File: src/inc/pin_mux_pkg.sv
// Constants and types shared by the port pin function multiplexer
package pin_mux_pkg;

  // Port widths
  localparam int PORT0_WIDTH = 8;
  localparam int PORT2_WIDTH = 4;

  // Pin positions on port 0
  localparam int P0_IRQ7_BIT = 0;
  localparam int P0_SDA_BIT = 3;
  localparam int P0_SCK_BIT = 4;
  localparam int P0_SIN_BIT = 5;
  localparam int P0_CS_BIT = 6;
  localparam int P0_TMRH_BIT = 7;

  // Pin positions on port 2
  localparam int P2_TMRB1_BIT = 0;
  localparam int P2_TMRB0_BIT = 1;
  localparam int P2_IRQ0_BIT = 2;
  localparam int P2_IRQ5_BIT = 3;

  // Timer B mode field encodings
  localparam logic [1:0] TMODE_TIMER = 2'h0;
  localparam logic [1:0] TMODE_PULSE = 2'h1;
  localparam logic [1:0] TMODE_ONESHOT = 2'h2;
  localparam logic [1:0] TMODE_WAIT_ONESHOT = 2'h3;

  // Timer C pin select value that routes its trigger to port 0 bit 0
  localparam logic [1:0] TRC_TRIG_SEL = 2'h2;

  // Both A/D trigger mode bits set
  localparam logic [1:0] ADC_TRIG_MODE = 2'h3;

  // Reset values
  localparam logic [7:0] PORT0_RESET = 8'h00;
  localparam logic [3:0] PORT2_RESET = 4'h0;

  // Pin function summary per pin, one-hot
  typedef enum logic [4:0] {
    PF_INPUT = 5'h01,
    PF_OUTPUT = 5'h02,
    PF_SEGMENT = 5'h04,
    PF_PERIPH_IN = 5'h08,
    PF_PERIPH_OUT = 5'h10
  } pin_func_type;

endpackage : pin_mux_pkg

File: src/pin_sync.sv
// Two flip-flop synchroniser for a bus of pin levels
`timescale 1ns/1ps
module pin_sync #(
  parameter int WIDTH = 8
) (
  input wire logic clk_sys_i,
  input wire logic rst_b_i,
  input wire logic [WIDTH-1:0] async_i,
  output logic [WIDTH-1:0] sync_o
);

  // First stage, read only by the second stage
  logic [WIDTH-1:0] meta_r;

  // Both stages reset to low so pins read low until sampled
  always_ff @(posedge clk_sys_i or negedge rst_b_i)
  begin
    if (!rst_b_i)
    begin
      meta_r <= '0;
      sync_o <= '0;
    end
    else
    begin
      meta_r <= async_i;
      sync_o <= meta_r;
    end
  end

endmodule : pin_sync

File: src/pin_cell.sv
// One generic port pin: segment, peripheral or general-purpose drive
`timescale 1ns/1ps
module pin_cell (
  input wire logic clk_sys_i,
  input wire logic rst_b_i,
  input wire logic direction_i,
  input wire logic segment_en_i,
  input wire logic segment_val_i,
  input wire logic latch_i,
  input wire logic pullup_bit_i,
  input wire logic periph_out_sel_i,
  input wire logic periph_out_val_i,
  input wire logic periph_in_sel_i,
  input wire logic open_drain_i,
  input wire logic pin_level_i,
  input wire logic readback_sel_i,
  output logic pin_o,
  output logic pin_oe_o,
  output logic pullup_o,
  output logic read_o,
  output pin_mux_pkg::pin_func_type func_o
);

  // Combinational selection
  wire use_seg = segment_en_i;
  wire use_pout = !segment_en_i && periph_out_sel_i;
  wire use_gpo = !segment_en_i && !periph_out_sel_i && !periph_in_sel_i && direction_i;
  wire out_val = use_seg ? segment_val_i : (use_pout ? periph_out_val_i : latch_i);
  // Open drain only pulls low; high is released
  wire drive = use_seg || use_gpo || (use_pout && !(open_drain_i && out_val));
  // Pull-up only in input mode, never while segment drives
  wire pull = pullup_bit_i && !direction_i && !segment_en_i && !drive;
  // Read returns latch for output-mode pins unless readback select set
  wire rd = (direction_i && !readback_sel_i) ? latch_i : pin_level_i;
  pin_mux_pkg::pin_func_type func_nxt;

  // Function classification for status
  always_comb
  begin
    if (use_seg)
      func_nxt = pin_mux_pkg::PF_SEGMENT;
    else if (use_pout)
      func_nxt = pin_mux_pkg::PF_PERIPH_OUT;
    else if (periph_in_sel_i)
      func_nxt = pin_mux_pkg::PF_PERIPH_IN;
    else if (direction_i)
      func_nxt = pin_mux_pkg::PF_OUTPUT;
    else
      func_nxt = pin_mux_pkg::PF_INPUT;
  end

  // Registered pin outputs; data leaves from flip-flops
  always_ff @(posedge clk_sys_i or negedge rst_b_i)
  begin
    if (!rst_b_i)
    begin
      pin_o <= 1'b0;
      pin_oe_o <= 1'b0;
      pullup_o <= 1'b0;
      read_o <= 1'b0;
      func_o <= pin_mux_pkg::PF_INPUT;
    end
    else
    begin
      pin_o <= out_val;
      pin_oe_o <= drive;
      pullup_o <= pull;
      read_o <= rd;
      func_o <= func_nxt;
    end
  end

endmodule : pin_cell

File: src/port_pin_function_select.sv
// Pin function multiplexer for port 0 bits 0-7 and port 2 bits 0-3
// What this block does
// Segment enable forces LCD segment drive output
// Otherwise direction bit picks input or output
// Pull-up bit enables pull-up on inputs
// Port0 bit0 becomes external interrupt 7 input
// Interrupt 7 setup plus trigger mode: A/D trigger
// Port0 bit3 carries I2C data when selected
// Port0 bit4 carries I2C clock when selected
// Serial data out open-drain in standard mode
// Software clears bit4 direction for open-drain clock
// Chip-select output open-drain when bit set
// Timer B mode 01 gives pulse output
// Modes 10, 11 give one-shot, wait one-shot
// Timer H output enable drives port0 bit7
// Port2 bits 2,3 become interrupts 0,5
// Pull-up applies only in input mode
// Readback select returns pin level always
`timescale 1ns/1ps
module port_pin_function_select (
  input wire logic clk_sys_i,
  input wire logic rst_b_i,
  // Software control bits
  input wire logic [7:0] port0_direction_i,
  input wire logic [3:0] port2_direction_i,
  input wire logic [7:0] segment_enable_group0_i,
  input wire logic [3:0] segment_enable_group1_i,
  input wire logic [7:0] port0_pullup_control_i,
  input wire logic [3:0] port2_pullup_control_i,
  input wire logic [7:0] port0_latch_i,
  input wire logic [3:0] port2_latch_i,
  input wire logic input_readback_select_i,
  input wire logic irq7_pin_select_i,
  input wire logic irq7_enable_bit_i,
  input wire logic irq0_enable_bit_i,
  input wire logic irq5_enable_bit_i,
  input wire logic [1:0] adc_trigger_mode_i,
  input wire logic [1:0] timer_c_pin_select_i,
  input wire logic timer_c_pwm2_i,
  input wire logic timer_c_trigger_enable_i,
  input wire logic serial_data_pin_select_i,
  input wire logic serial_clock_pin_select_i,
  input wire logic serial_in_pin_select_i,
  input wire logic serial_cs_pin_select_i,
  input wire logic i2c_select_bit_i,
  input wire logic i2c_enable_bit_i,
  input wire logic serial_clock_source_bit_i,
  input wire logic serial_out_open_drain_bit_i,
  input wire logic bidirectional_mode_bit_i,
  input wire logic chip_select_open_drain_bit_i,
  input wire logic [1:0] chip_select_mode_i,
  input wire logic timer_h_output_enable_i,
  input wire logic [1:0] timer_b1_mode_field_i,
  input wire logic [1:0] timer_b0_mode_field_i,
  input wire logic timer_b1_output_control_i,
  input wire logic timer_b0_output_control_i,
  // Peripheral side signals, same clock
  input wire logic [7:0] lcd_segment_p0_i,
  input wire logic [3:0] lcd_segment_p2_i,
  input wire logic serial_data_out_i,
  input wire logic serial_data_oe_i,
  input wire logic serial_clock_out_i,
  input wire logic serial_clock_oe_i,
  input wire logic serial_cs_out_i,
  input wire logic i2c_data_out_i,
  input wire logic i2c_clock_out_i,
  input wire logic timer_h_wave_out_i,
  input wire logic timer_b1_wave_out_i,
  input wire logic timer_b0_wave_out_i,
  // Board pins, four signals each
  input wire logic [7:0] port0_pin_i,
  output logic [7:0] port0_pin_o,
  output logic [7:0] port0_pin_oe_o,
  output logic [7:0] port0_pullup_o,
  input wire logic [3:0] port2_pin_i,
  output logic [3:0] port2_pin_o,
  output logic [3:0] port2_pin_oe_o,
  output logic [3:0] port2_pullup_o,
  // Values read back by software and peripheral inputs
  output logic [7:0] port0_read_o,
  output logic [3:0] port2_read_o,
  output logic ext_irq7_input_o,
  output logic adc_ext_trigger_o,
  output logic timer_c_trigger_in_o,
  output logic ext_irq0_input_o,
  output logic ext_irq5_input_o,
  output logic serial_data_in_o,
  output logic serial_clock_in_o,
  output logic serial_chip_select_in_o,
  output logic i2c_data_in_o,
  output logic i2c_clock_in_o,
  output logic [39:0] port0_function_o,
  output logic [19:0] port2_function_o
);

  // Synchronised pin levels; pins are outside the clock domain
  logic [7:0] p0_sync;
  logic [3:0] p2_sync;

  pin_sync #(
    .WIDTH(pin_mux_pkg::PORT0_WIDTH)
  ) u_sync_p0 (
    .clk_sys_i(clk_sys_i),
    .rst_b_i(rst_b_i),
    .async_i(port0_pin_i),
    .sync_o(p0_sync)
  );

  pin_sync #(
    .WIDTH(pin_mux_pkg::PORT2_WIDTH)
  ) u_sync_p2 (
    .clk_sys_i(clk_sys_i),
    .rst_b_i(rst_b_i),
    .async_i(port2_pin_i),
    .sync_o(p2_sync)
  );

  // Common qualifiers: pin in input mode, not a segment
  wire [7:0] p0_in_ok = ~port0_direction_i & ~segment_enable_group0_i;
  wire [3:0] p2_in_ok = ~port2_direction_i & ~segment_enable_group1_i;

  // interrupt 7 routing
  wire irq7_sel = p0_in_ok[pin_mux_pkg::P0_IRQ7_BIT] && !irq7_pin_select_i
    && irq7_enable_bit_i && (timer_c_pin_select_i != pin_mux_pkg::TRC_TRIG_SEL);

  // A/D trigger on the same pin
  wire adc_ext_trigger_sel = irq7_sel && (adc_trigger_mode_i == pin_mux_pkg::ADC_TRIG_MODE);

  // Shares bit 0
  // Timer C trigger outside PWM2 mode
  wire trc_sel = p0_in_ok[pin_mux_pkg::P0_IRQ7_BIT]
    && (timer_c_pin_select_i == pin_mux_pkg::TRC_TRIG_SEL) && !timer_c_pwm2_i
    && timer_c_trigger_enable_i;

  // I2C data on bit 3
  wire sda_sel = p0_in_ok[pin_mux_pkg::P0_SDA_BIT] && serial_data_pin_select_i
    && i2c_select_bit_i && i2c_enable_bit_i;
  // I2C off: serial data
  wire sso_sel = p0_in_ok[pin_mux_pkg::P0_SDA_BIT] && serial_data_pin_select_i
    && !i2c_select_bit_i;
  // I2C clock on bit 4, internal clock source only
  wire scl_sel = !port0_direction_i[pin_mux_pkg::P0_SCK_BIT]
    && !segment_enable_group0_i[pin_mux_pkg::P0_SCK_BIT] && serial_clock_pin_select_i
    && i2c_select_bit_i && i2c_enable_bit_i && !serial_clock_source_bit_i;

  // clock pin relies on software keeping direction 0
  wire serial_clock_pin_sel = p0_in_ok[pin_mux_pkg::P0_SCK_BIT] && serial_clock_pin_select_i
    && !i2c_select_bit_i && serial_clock_source_bit_i;

  // Ignores direction
  wire ssi_sel = !segment_enable_group0_i[pin_mux_pkg::P0_SIN_BIT]
    && serial_in_pin_select_i && !i2c_select_bit_i;

  // Mode 00: plain port
  wire scs_sel = p0_in_ok[pin_mux_pkg::P0_CS_BIT] && serial_cs_pin_select_i
    && !i2c_select_bit_i && (|chip_select_mode_i);
  // Mode bit 1: output
  wire scs_drive = scs_sel && chip_select_mode_i[1];

  // timer H output ignores direction
  wire timer_h_wave_out_sel = timer_h_output_enable_i
    && !segment_enable_group0_i[pin_mux_pkg::P0_TMRH_BIT];

  // data out open drain only in standard mode
  wire sso_od = serial_out_open_drain_bit_i && !bidirectional_mode_bit_i;

  // chip-select open drain
  wire scs_od = chip_select_open_drain_bit_i;

  // timer B waveform when mode nonzero and output control 0
  wire trb1_sel = (timer_b1_mode_field_i != pin_mux_pkg::TMODE_TIMER)
    && !timer_b1_output_control_i;
  // Timer B0 alike
  wire trb0_sel = (timer_b0_mode_field_i != pin_mux_pkg::TMODE_TIMER)
    && !timer_b0_output_control_i;

  // Output control 1 forces port output in every timer B mode
  wire trb1_force = timer_b1_output_control_i;
  // Same for B0
  wire trb0_force = timer_b0_output_control_i;

  // interrupt 0 and 5 inputs
  wire irq0_sel = p2_in_ok[pin_mux_pkg::P2_IRQ0_BIT] && irq0_enable_bit_i;
  // Interrupt 5, bit 3
  wire irq5_sel = p2_in_ok[pin_mux_pkg::P2_IRQ5_BIT] && irq5_enable_bit_i;

  // Per-pin peripheral selections for port 0
  wire [7:0] p0_pout_sel = {timer_h_wave_out_sel, scs_drive, 1'b0,
    serial_clock_pin_sel && serial_clock_oe_i || scl_sel,
    sso_sel && serial_data_oe_i || sda_sel, 3'h0};
  // Output values
  wire [7:0] p0_pout_val = {timer_h_wave_out_i, serial_cs_out_i, 1'b0,
    scl_sel ? i2c_clock_out_i : serial_clock_out_i,
    sda_sel ? i2c_data_out_i : serial_data_out_i, 3'h0};
  // Input routing
  wire [7:0] p0_pin_sel = {1'b0, scs_sel && !scs_drive, ssi_sel,
    serial_clock_pin_sel && !serial_clock_oe_i, sso_sel && !serial_data_oe_i, 2'h0,
    irq7_sel || trc_sel};

  // I2C lines always open drain; serial clock open drain follows data-out bit
  wire [7:0] p0_od = {1'b0, scs_od, 1'b0, scl_sel || serial_out_open_drain_bit_i,
    sda_sel || sso_od, 3'h0};

  // Port 2 selections
  wire [3:0] p2_pout_sel = {2'h0, trb0_sel, trb1_sel};
  // Timer B waves
  wire [3:0] p2_pout_val = {2'h0, timer_b0_wave_out_i, timer_b1_wave_out_i};
  wire [3:0] p2_pin_sel = {irq5_sel, irq0_sel, 2'h0};

  // Output control forces output mode on timer B pins
  wire [3:0] p2_dir = port2_direction_i | {2'h0, trb0_force, trb1_force};

  // One cell per port 0 pin
  genvar gi;
  generate
    for (gi = 0; gi < pin_mux_pkg::PORT0_WIDTH; gi++)
    begin : g_port0
      // generic pin behaviour
      pin_cell u_cell (
        .clk_sys_i(clk_sys_i),
        .rst_b_i(rst_b_i),
        .direction_i(port0_direction_i[gi]),
        .segment_en_i(segment_enable_group0_i[gi]),
        .segment_val_i(lcd_segment_p0_i[gi]),
        .latch_i(port0_latch_i[gi]),
        .pullup_bit_i(port0_pullup_control_i[gi]),
        .periph_out_sel_i(p0_pout_sel[gi]),
        .periph_out_val_i(p0_pout_val[gi]),
        .periph_in_sel_i(p0_pin_sel[gi]),
        .open_drain_i(p0_od[gi]),
        .pin_level_i(p0_sync[gi]),
        .readback_sel_i(input_readback_select_i),
        .pin_o(port0_pin_o[gi]),
        .pin_oe_o(port0_pin_oe_o[gi]),
        .pullup_o(port0_pullup_o[gi]),
        .read_o(port0_read_o[gi]),
        .func_o(port0_function_o[gi*5 +: 5])
      );
    end

    for (gi = 0; gi < pin_mux_pkg::PORT2_WIDTH; gi++)
    begin : g_port2
      // Same pin behaviour for port 2
      pin_cell u_cell (
        .clk_sys_i(clk_sys_i),
        .rst_b_i(rst_b_i),
        .direction_i(p2_dir[gi]),
        .segment_en_i(segment_enable_group1_i[gi]),
        .segment_val_i(lcd_segment_p2_i[gi]),
        .latch_i(port2_latch_i[gi]),
        .pullup_bit_i(port2_pullup_control_i[gi]),
        .periph_out_sel_i(p2_pout_sel[gi]),
        .periph_out_val_i(p2_pout_val[gi]),
        .periph_in_sel_i(p2_pin_sel[gi]),
        .open_drain_i(1'b0),
        .pin_level_i(p2_sync[gi]),
        .readback_sel_i(input_readback_select_i),
        .pin_o(port2_pin_o[gi]),
        .pin_oe_o(port2_pin_oe_o[gi]),
        .pullup_o(port2_pullup_o[gi]),
        .read_o(port2_read_o[gi]),
        .func_o(port2_function_o[gi*5 +: 5])
      );
    end
  endgenerate

  // Peripheral inputs registered; unselected inputs idle high
  always_ff @(posedge clk_sys_i or negedge rst_b_i)
  begin
    if (!rst_b_i)
    begin
      // Inactive high
      ext_irq7_input_o <= 1'b1;
      adc_ext_trigger_o <= 1'b1;
      timer_c_trigger_in_o <= 1'b1;
      ext_irq0_input_o <= 1'b1;
      ext_irq5_input_o <= 1'b1;
      serial_data_in_o <= 1'b1;
      serial_clock_in_o <= 1'b1;
      serial_chip_select_in_o <= 1'b1;
      i2c_data_in_o <= 1'b1;
      i2c_clock_in_o <= 1'b1;
    end
    else
    begin
      // Idle high so a deselected pin never fakes an active-low event
      ext_irq7_input_o <= irq7_sel ? p0_sync[0] : 1'b1;
      adc_ext_trigger_o <= adc_ext_trigger_sel ? p0_sync[0] : 1'b1;
      timer_c_trigger_in_o <= trc_sel ? p0_sync[0] : 1'b1;
      ext_irq0_input_o <= irq0_sel ? p2_sync[2] : 1'b1;
      ext_irq5_input_o <= irq5_sel ? p2_sync[3] : 1'b1;
      serial_data_in_o <= (sso_sel || ssi_sel) ? (ssi_sel ? p0_sync[5] : p0_sync[3]) : 1'b1;
      serial_clock_in_o <= serial_clock_pin_sel ? p0_sync[4] : 1'b1;
      serial_chip_select_in_o <= scs_sel ? p0_sync[6] : 1'b1;
      i2c_data_in_o <= sda_sel ? p0_sync[3] : 1'b1;
      i2c_clock_in_o <= scl_sel ? p0_sync[4] : 1'b1;
    end
  end

endmodule : port_pin_function_select

File: config.mk
export PLATFORM = sky130hd
export DESIGN_NAME = port_pin_function_select
export DESIGN_NICKNAME = d
export VERILOG_FILES = /design/src/inc/pin_mux_pkg.sv /design/src/pin_sync.sv /design/src/pin_cell.sv /design/src/port_pin_function_select.sv
export SDC_FILE = /design/constraint.sdc
export NUM_CORES = 1
export LEC_CHECK = 0
export ABC_AREA = 0
export BUFFER_PORTS_ARGS = -buffer_cell sky130_fd_sc_hd__buf_2
export CORE_ASPECT_RATIO = 1.75
export CORE_UTILIZATION = 50
export CTS_CLUSTER_SIZE = 40
export DETAILED_ROUTE_END_ITERATION = 12
export PLACE_DENSITY = 0.85
export REMOVE_ABC_BUFFERS = 1
export SKIP_CTS_REPAIR_TIMING = 1
export SLEW_MARGIN = 30
export SYNTH_ARGS = -nofsm -noshare
export SYNTH_HDL_FRONTEND = slang
export SYNTH_SLANG_ARGS = --single-unit
File: constraint.sdc
create_clock -name clk_sys_i -period 2 [get_ports clk_sys_i]
set_input_delay 0.4 -clock clk_sys_i [delete_from_list [all_inputs] [get_ports clk_sys_i]]
set_output_delay 0.4 -clock clk_sys_i [all_outputs]
set_load 0.005 [all_outputs]
==> flow_summary_export.csv, run 1 <==
group,metric,value,unit
clock_tree,htreeDepth,4,
logic_synthesis,synth_area_leaders,"dfrtp_1 (56%), dfstp_2 (12%), buf_4 (9.1%), nor2b_1 (2.2%), mux2_2 (1.9%)",
logic_synthesis,synthArstFlopShare,1.00,
placement,placed_area,0.00575,sq mm
setup_path,max_stage_delay,510,ps
placement,place.gp.congestion,0.819,
grt,grt_max_degree,48,
setup_path,reg2reg_slack,1140,ps
sta,tightest_slew,489,ps
cells_and_area,instances_no_fill,691,
floorplan,ios,232,
sta,fin_setup_tns,0,ps
flow_run,drv_cap,0,
drt,firstDrtPassIters,4,
logic_synthesis,syn_area_per_cell,13.4,sq um
logic_synthesis,synth_top_area_cell,"dfrtp_1",
drt,drc,0,
logic_synthesis,yosysUniqueCellTypes,41,
cells_and_area,areaGrowthSynthToFinish,31.3,%
logic_synthesis,synth_cells,363,
power,irDropWorstVdd,0.000634,V
floorplan,coreArea,0.00947,sq mm
sta,rsz0062_at_grt,"no",
hold_path,hold_depth,1,
clock_tree,cts-root-buf,"clkbuf_16",
sta,hold_slack,101,ps
clock_tree,clk_pin_slew,60,ps
setup_path,cp_max_fo,1,
grt,antenna_found_initial,1,
sta,timing.final.crit_share,0.714,
power,powerDensity,1010,mW/mm^2
sta,slew_headroom,0.671,
placement,port_buffers,220,
floorplan,fp.dieW,76.5,microns
drt,wl_per_cell,15.9,microns
clock_tree,clkSinkCount,131,
cells_and_area,fill_cells,684,
hold_path,hold_end,"u_sync_p0.meta_r[5]",
power,p_leak,3.21,nW
cells_and_area,nets,669,
cells_and_area,fin_area,0.00637,sq mm
hold_path,min_path_type,"in2reg",
drt,drt_iter0_drc,99,
logic_synthesis,yosysWarningCount,0,
sta,skew,4.44,ps
setup_path,cp.arrival,1030,ps
grt,grt_usage,0.234,
clock_tree,cts_tree,"built",
setup_path,ff2ff_path_depth,2,
placement,place_inst,657,
floorplan,die_h,132,microns
drt,postRouteAntennaNets,0,
grt,grt_pass1_wl,17700,microns
sta,final_max_slew_viol_count,0,
drt,num_vias,3373,
setup_path,crit_slowest_cell,"dfstp_2",
setup_path,startpoint_type,"register",
logic_synthesis,syn_area,0.00485,sq mm
drt,drt-total-wl,11000,microns
placement,hpwl,8190,microns
logic_synthesis,synth_edf_count,0,
logic_synthesis,dominantRegCellSynth,"dfrtp_1",
sta,setup_viol,0,
logic_synthesis,synth_top_area_share,0.562,
clock_tree,cts_inserted_buffers,17,
logic_synthesis,ys_ff_latch,131,
drt,viasPerCell,4.88,
setup_path,crit-reg2reg-launch,"u_sync_p0.sync_o[4]",
sta,report.final.hold_viol_count,0,
floorplan,die_area,0.0101,sq mm
floorplan,rows,47,
outcome,status,"finished, final reports clean",
setup_path,reg2reg_to,"g_port0[4].u_cell.read_o",
sta,fmax,700,MHz
grt,grt.overflow.total,0,
grt,grt_pass1_vias,3640,
setup_path,path_class,"reg2out",
setup_path,crit_buf_inv,1,
setup_path,critPathTopFamily,"flip-flops",
cells_and_area,final_layout_size_suffix_gt1_frac,0.542,
setup_path,crit_path_end_kind,"output pin",
floorplan,start_util,0.512,
clock_tree,cts_buffer_depth,2,
cells_and_area,fin_util,0.673,
hold_path,hold_start,"port0_pin_i[5]",
setup_path,cp.required,1600,ps
clock_tree,clock_latency,400,ps
logic_synthesis,yosysSeqAreaShare,0.681,
setup_path,path_cells,"buf_2",
sta,min_period,1430,ps
==> cell usage after synthesis (2+ instances only) <==
cell,number
inv_1,13
o21ba_2,3
buf_4,59
dfrtp_1,109
o21ai_0,5
a31o_2,10
mux2i_1,4
or2_2,4
a311o_1,3
a21boi_0,11
a21oi_1,3
nor3_1,6
and2_1,10
mux2_2,8
nor2_1,20
dfstp_2,22
clkbuf_1,4
nand2b_1,5
nor2b_1,17
nor4_1,3
nor3b_1,6
nand4_1,2
a31oi_1,2
or3_1,4
nand3b_1,3
nand2_1,12
==> worst max path at each step <==
stage | startpoint | end | slack [ps] | cells after the start
2_1_floorplan | port0_direction_i[4] | g_port0[4].u_cell.pin_oe_o | 420 | 3
3_3_place_gp | port0_direction_i[4] | g_port0[4].u_cell.pin_oe_o | 250 | 4
3_5_place_dp | port0_direction_i[4] | g_port0[4].u_cell.pin_oe_o | 210 | 4
4_1_cts | g_port2[3].u_cell.func_o[0] | port2_function_o[15] | 540 | 1
5_1_grt | g_port2[0].u_cell.func_o[0] | port2_function_o[0] | 530 | 1
6_report | i2c_clock_in_o | i2c_clock_in_o | 570 | 1
==> layout make-up <==
type | count | area, sq um | share of cell area
Multi-Input combinational cell | 166 | 1080 | 0.169
Timing Repair Buffer | 226 | 1180 | 0.185
Clock buffer | 17 | 425 | 0.0668
Tap cell | 122 | 153 | 0.0240
Antenna cell | 1 | 2.50 | 0.000393
Sequential cell | 131 | 3310 | 0.519
Clock inverter | 15 | 183 | 0.0287
Inverter | 13 | 48.8 | 0.00766
==> cell families after synthesis <==
logic type / Yosys count / synth area share
multiplexers: 12 / 0.0268
AND/OR/NAND/NOR: 100 / 0.118
AO/OA/AOI/OAI: 43 / 0.0688
flip-flops: 131 / 0.681
other: 1 / 0.000773
buffers and inverters: 76 / 0.104
==> through the flow <==
step	power [mW]	worst slack, ps
2_1_floorplan	3.02	418
3_3_place_gp	3.36	255
3_5_place_dp	3.39	213
4_1_cts	6.53	545
5_1_grt	6.70	529
6_report	6.45	571
==> report_power, final <==
part,switching (mW),internal [mW],leakage (nW)
registers,0.0364,2.79,1.55
logic,0.269,0.247,1.37
clock network,1.13,1.97,0.286
==> cells in the final DEF (no fill, tap or decap), drive strengths merged, types with 6 or more instances in the layout <==
| master | n |
|---|---|
| buf | 225 |
| nor2 | 20 |
| nand2 | 12 |
| dfrtp | 109 |
| conb | 11 |
| nor3b | 6 |
| nor3 | 6 |
| a31o | 10 |
| nor2b | 17 |
| mux2 | 8 |
| clkbuf | 17 |
| clkinv | 6 |
| inv | 15 |
| dfstp | 22 |
| a21boi | 11 |
| and2 | 10 |
==> state kept, by name, indices dropped and copies added (netlist names), 8 cells and up <==
register	flops
g_port0.u_cell.func_o	33
g_port0.u_cell.pin_o	8
g_port0.u_cell.pin_oe_o	8
g_port0.u_cell.pullup_o	8
g_port0.u_cell.read_o	8
g_port2.u_cell.func_o	16
u_sync_p0.meta_r	8
u_sync_p0.sync_o	8
==> routing by layer <==
| metal | track usage | up-vias | part of all wire |
|---|---|---|---|
| met3 | 0.0685 | 31 | 0.057 |
| met5 | 0 | - | 0 |
| met4 | 0.125 | 0 | 0.037 |
| li1 | - | 1530 | - |
| met1 | 0.219 | 1640 | 0.33 |
| met2 | 0.445 | 172 | 0.58 |
Power figures use the tool's default switching activity.
==> run 2: changes to the inputs <==
--- a/config.mk
+++ b/config.mk
@@ -8,10 +8,10 @@
 export ABC_AREA = 0
 export BUFFER_PORTS_ARGS = -buffer_cell sky130_fd_sc_hd__buf_2
 export CORE_ASPECT_RATIO = 1.75
-export CORE_UTILIZATION = 50
+export CORE_UTILIZATION = 46
 export CTS_CLUSTER_SIZE = 40
 export DETAILED_ROUTE_END_ITERATION = 12
-export PLACE_DENSITY = 0.85
+export PLACE_DENSITY = 0.8
 export REMOVE_ABC_BUFFERS = 1
 export SKIP_CTS_REPAIR_TIMING = 1
 export SLEW_MARGIN = 30
==> constraint.sdc (replaced) <==
create_clock -name clk_sys_i -period 1.4 [get_ports clk_sys_i]
set_input_delay 0.28 -clock clk_sys_i [delete_from_list [all_inputs] [get_ports clk_sys_i]]
set_output_delay 0.28 -clock clk_sys_i [all_outputs]
set_load 0.005 [all_outputs]
==> run 2 against run 1 <==
  * Non-clock buffer count increased by 28
  * Sequential cell count did not move
  * Cell area rose by 3.6%
  * Critical path type unchanged
  * Largest cell class unchanged
  * Highest routed layer is now met5
==> flow_summary_export.csv, run 2 (synthesis results as in run 1) <==
group,metric,value,unit
grt,antenna_found_initial,1,
drt,wl_per_cell,14.8,microns
placement,hpwl,8070,microns
setup_path,crit_path_end_kind,"output pin",
clock_tree,cts-root-buf,"clkbuf_16",
cells_and_area,final_common_cell,"buf_2",
sta,fmax,746,MHz
grt,grt_pass1_wl,15900,microns
clock_tree,cts_buffer_depth,2,
cells_and_area,final_cell_mix,"buf_2 (219), dfrtp_1 (109), dfstp_2 (22), nor2_1 (20), buf_4 (19)",
setup_path,crit_buf_inv,1,
drt,drt_iter0_drc,78,
setup_path,cp.arrival,1060,ps
flow_run,drv_cap,0,
sta,min_period,1340,ps
placement,placed_area,0.00589,sq mm
cells_and_area,fin_area,0.00660,sq mm
grt,grt.overflow.total,0,
drt,drt-total-wl,10700,microns
cells_and_area,top_register,"g_port0.u_cell.func_o",
grt,grt_usage,0.197,
drt,firstDrtPassIters,4,
cells_and_area,final_layout_size_suffix_gt1_frac,0.542,
setup_path,cp_max_fo,1,
drt,viasPerCell,4.74,
sta,rsz0062_at_grt,"no",
clock_tree,clock_latency,400,ps
outcome,status,"finished, final reports clean",
hold_path,hold_end,"g_port2[3].u_cell.func_o[0]",
sta,setup_slack,59.5,ps
hold_path,hold_start,"irq5_enable_bit_i",
placement,place_inst,678,
floorplan,start_util,0.474,
sta,setup_viol,0,
power,irDropWorstVdd,0.00103,V
sta,slew_headroom,0.646,
power,p_leak,3.33,nW
floorplan,ios,232,
cells_and_area,instances_no_fill,723,
power,fin_total_pwr,9.11,mW
floorplan,coreArea,0.0102,sq mm
setup_path,crit_slowest_cell,"dfstp_2",
placement,place.gp.congestion,0.827,
setup_path,reg2reg_slack,530,ps
drt,postRouteAntennaNets,0,
sta,fin_setup_tns,0,ps
power,powerDensity,1380,mW/mm^2
placement,port_buffers,220,
setup_path,startpoint_type,"register",
cells_and_area,antennaDiodeCount,0,
cells_and_area,fill_cells,787,
setup_path,path_cells,"buf_2",
drt,drc,0,
clock_tree,clkSinkCount,131,
sta,timing.final.crit_share,0.957,
hold_path,hold_depth,2,
setup_path,crit-reg2reg-launch,"u_sync_p0.sync_o[3]",
sta,tightest_slew,526,ps
sta,report.final.hold_viol_count,0,
grt,grt_max_degree,46,
sta,skew,4.77,ps
cells_and_area,top_regs,"g_port0.u_cell.func_o: 33 flops, g_port2.u_cell.func_o: 16 flops",
cells_and_area,nets,697,
hold_path,min_path_type,"in2reg",
grt,grt_pass1_vias,3360,
floorplan,fp.dieW,79.6,microns
setup_path,reg2reg_to,"g_port0[3].u_cell.read_o",
clock_tree,cts_inserted_buffers,17,
floorplan,die_h,138,microns
setup_path,cp.required,1120,ps
setup_path,critPathTopFamily,"flip-flops",
floorplan,rows,49,
clock_tree,cts_tree,"built",
placement,dp_slack,-205,ps
drt,num_vias,3424,
setup_path,max_stage_delay,550,ps
cells_and_area,areaGrowthSynthToFinish,36.1,%
setup_path,ff2ff_path_depth,2,
clock_tree,clk_pin_slew,60,ps
sta,final_max_slew_viol_count,0,
setup_path,path_class,"reg2out",
clock_tree,htreeDepth,4,
floorplan,die_area,0.0110,sq mm
cells_and_area,largest_reg_flops,33,
run 2: cell types whose count changed in the layout (fill, tap and decap cells not counted):
cell | previous run | this run
buf_12 | 2 | 3
buf_4 | 4 | 19
bufinv_16 | 3 | 2
clkbuf_1 | 0 | 1
clkinv_4 | 4 | 2
clkinvlp_4 | 4 | 3
diode_2 | 1 | 0
dlygate4sd3_1 | 1 | 13
inv_6 | 2 | 5
run 2: worst max path at each step:
stage	start	endpoint	slack [ps]	cells after the start
6_report	i2c_clock_in_o	i2c_clock_in_o	60	1
5_1_grt	i2c_clock_in_o	i2c_clock_in_o	30	1
4_1_cts	i2c_clock_in_o	i2c_clock_in_o	40	1
3_5_place_dp	i2c_select_bit_i	g_port0[3].u_cell.pin_oe_o	-200	4
3_3_place_gp	port0_direction_i[4]	g_port0[4].u_cell.pin_oe_o	-170	4
2_1_floorplan	port0_direction_i[4]	g_port0[4].u_cell.pin_oe_o	-60	3
run 2: metal layers:
layer | wire length, microns | vias to the layer above | global-route usage
met3 | 656 | 24 | 0.0651
li1 | - | 1585 | -
met1 | 3670 | 1659 | 0.186
met2 | 6040 | 154 | 0.368
met5 | 13 | - | 0
met4 | 322 | 2 | 0.0970
run 2: cell type report:
cell class,instances,area [sq um],share of cell area
tap,127,159,0.0241
clock buffer,18,429,0.0650
timing repair buffer,254,1430,0.216
clock inverter,14,154,0.0233
sequential,131,3310,0.501
multi-input combinational,166,1080,0.163
inverter,13,48.8,0.00739
run 2: report_power, final:
part	switching [mW]	internal (mW)
sequential	0.0494	3.99
combinational	0.384	0.402
clock	1.64	2.65
total	2.07	7.04
run 2: per-stage QoR:
step | hold WS [ps] | util
final | 17.0 | 0.645
after global routing | 4.12 | 0.645
after CTS | -263 | 0.632
after detailed placement | 166 | 0.575
after global placement | 170 | 0.575
after floorplan | -15.6 | -
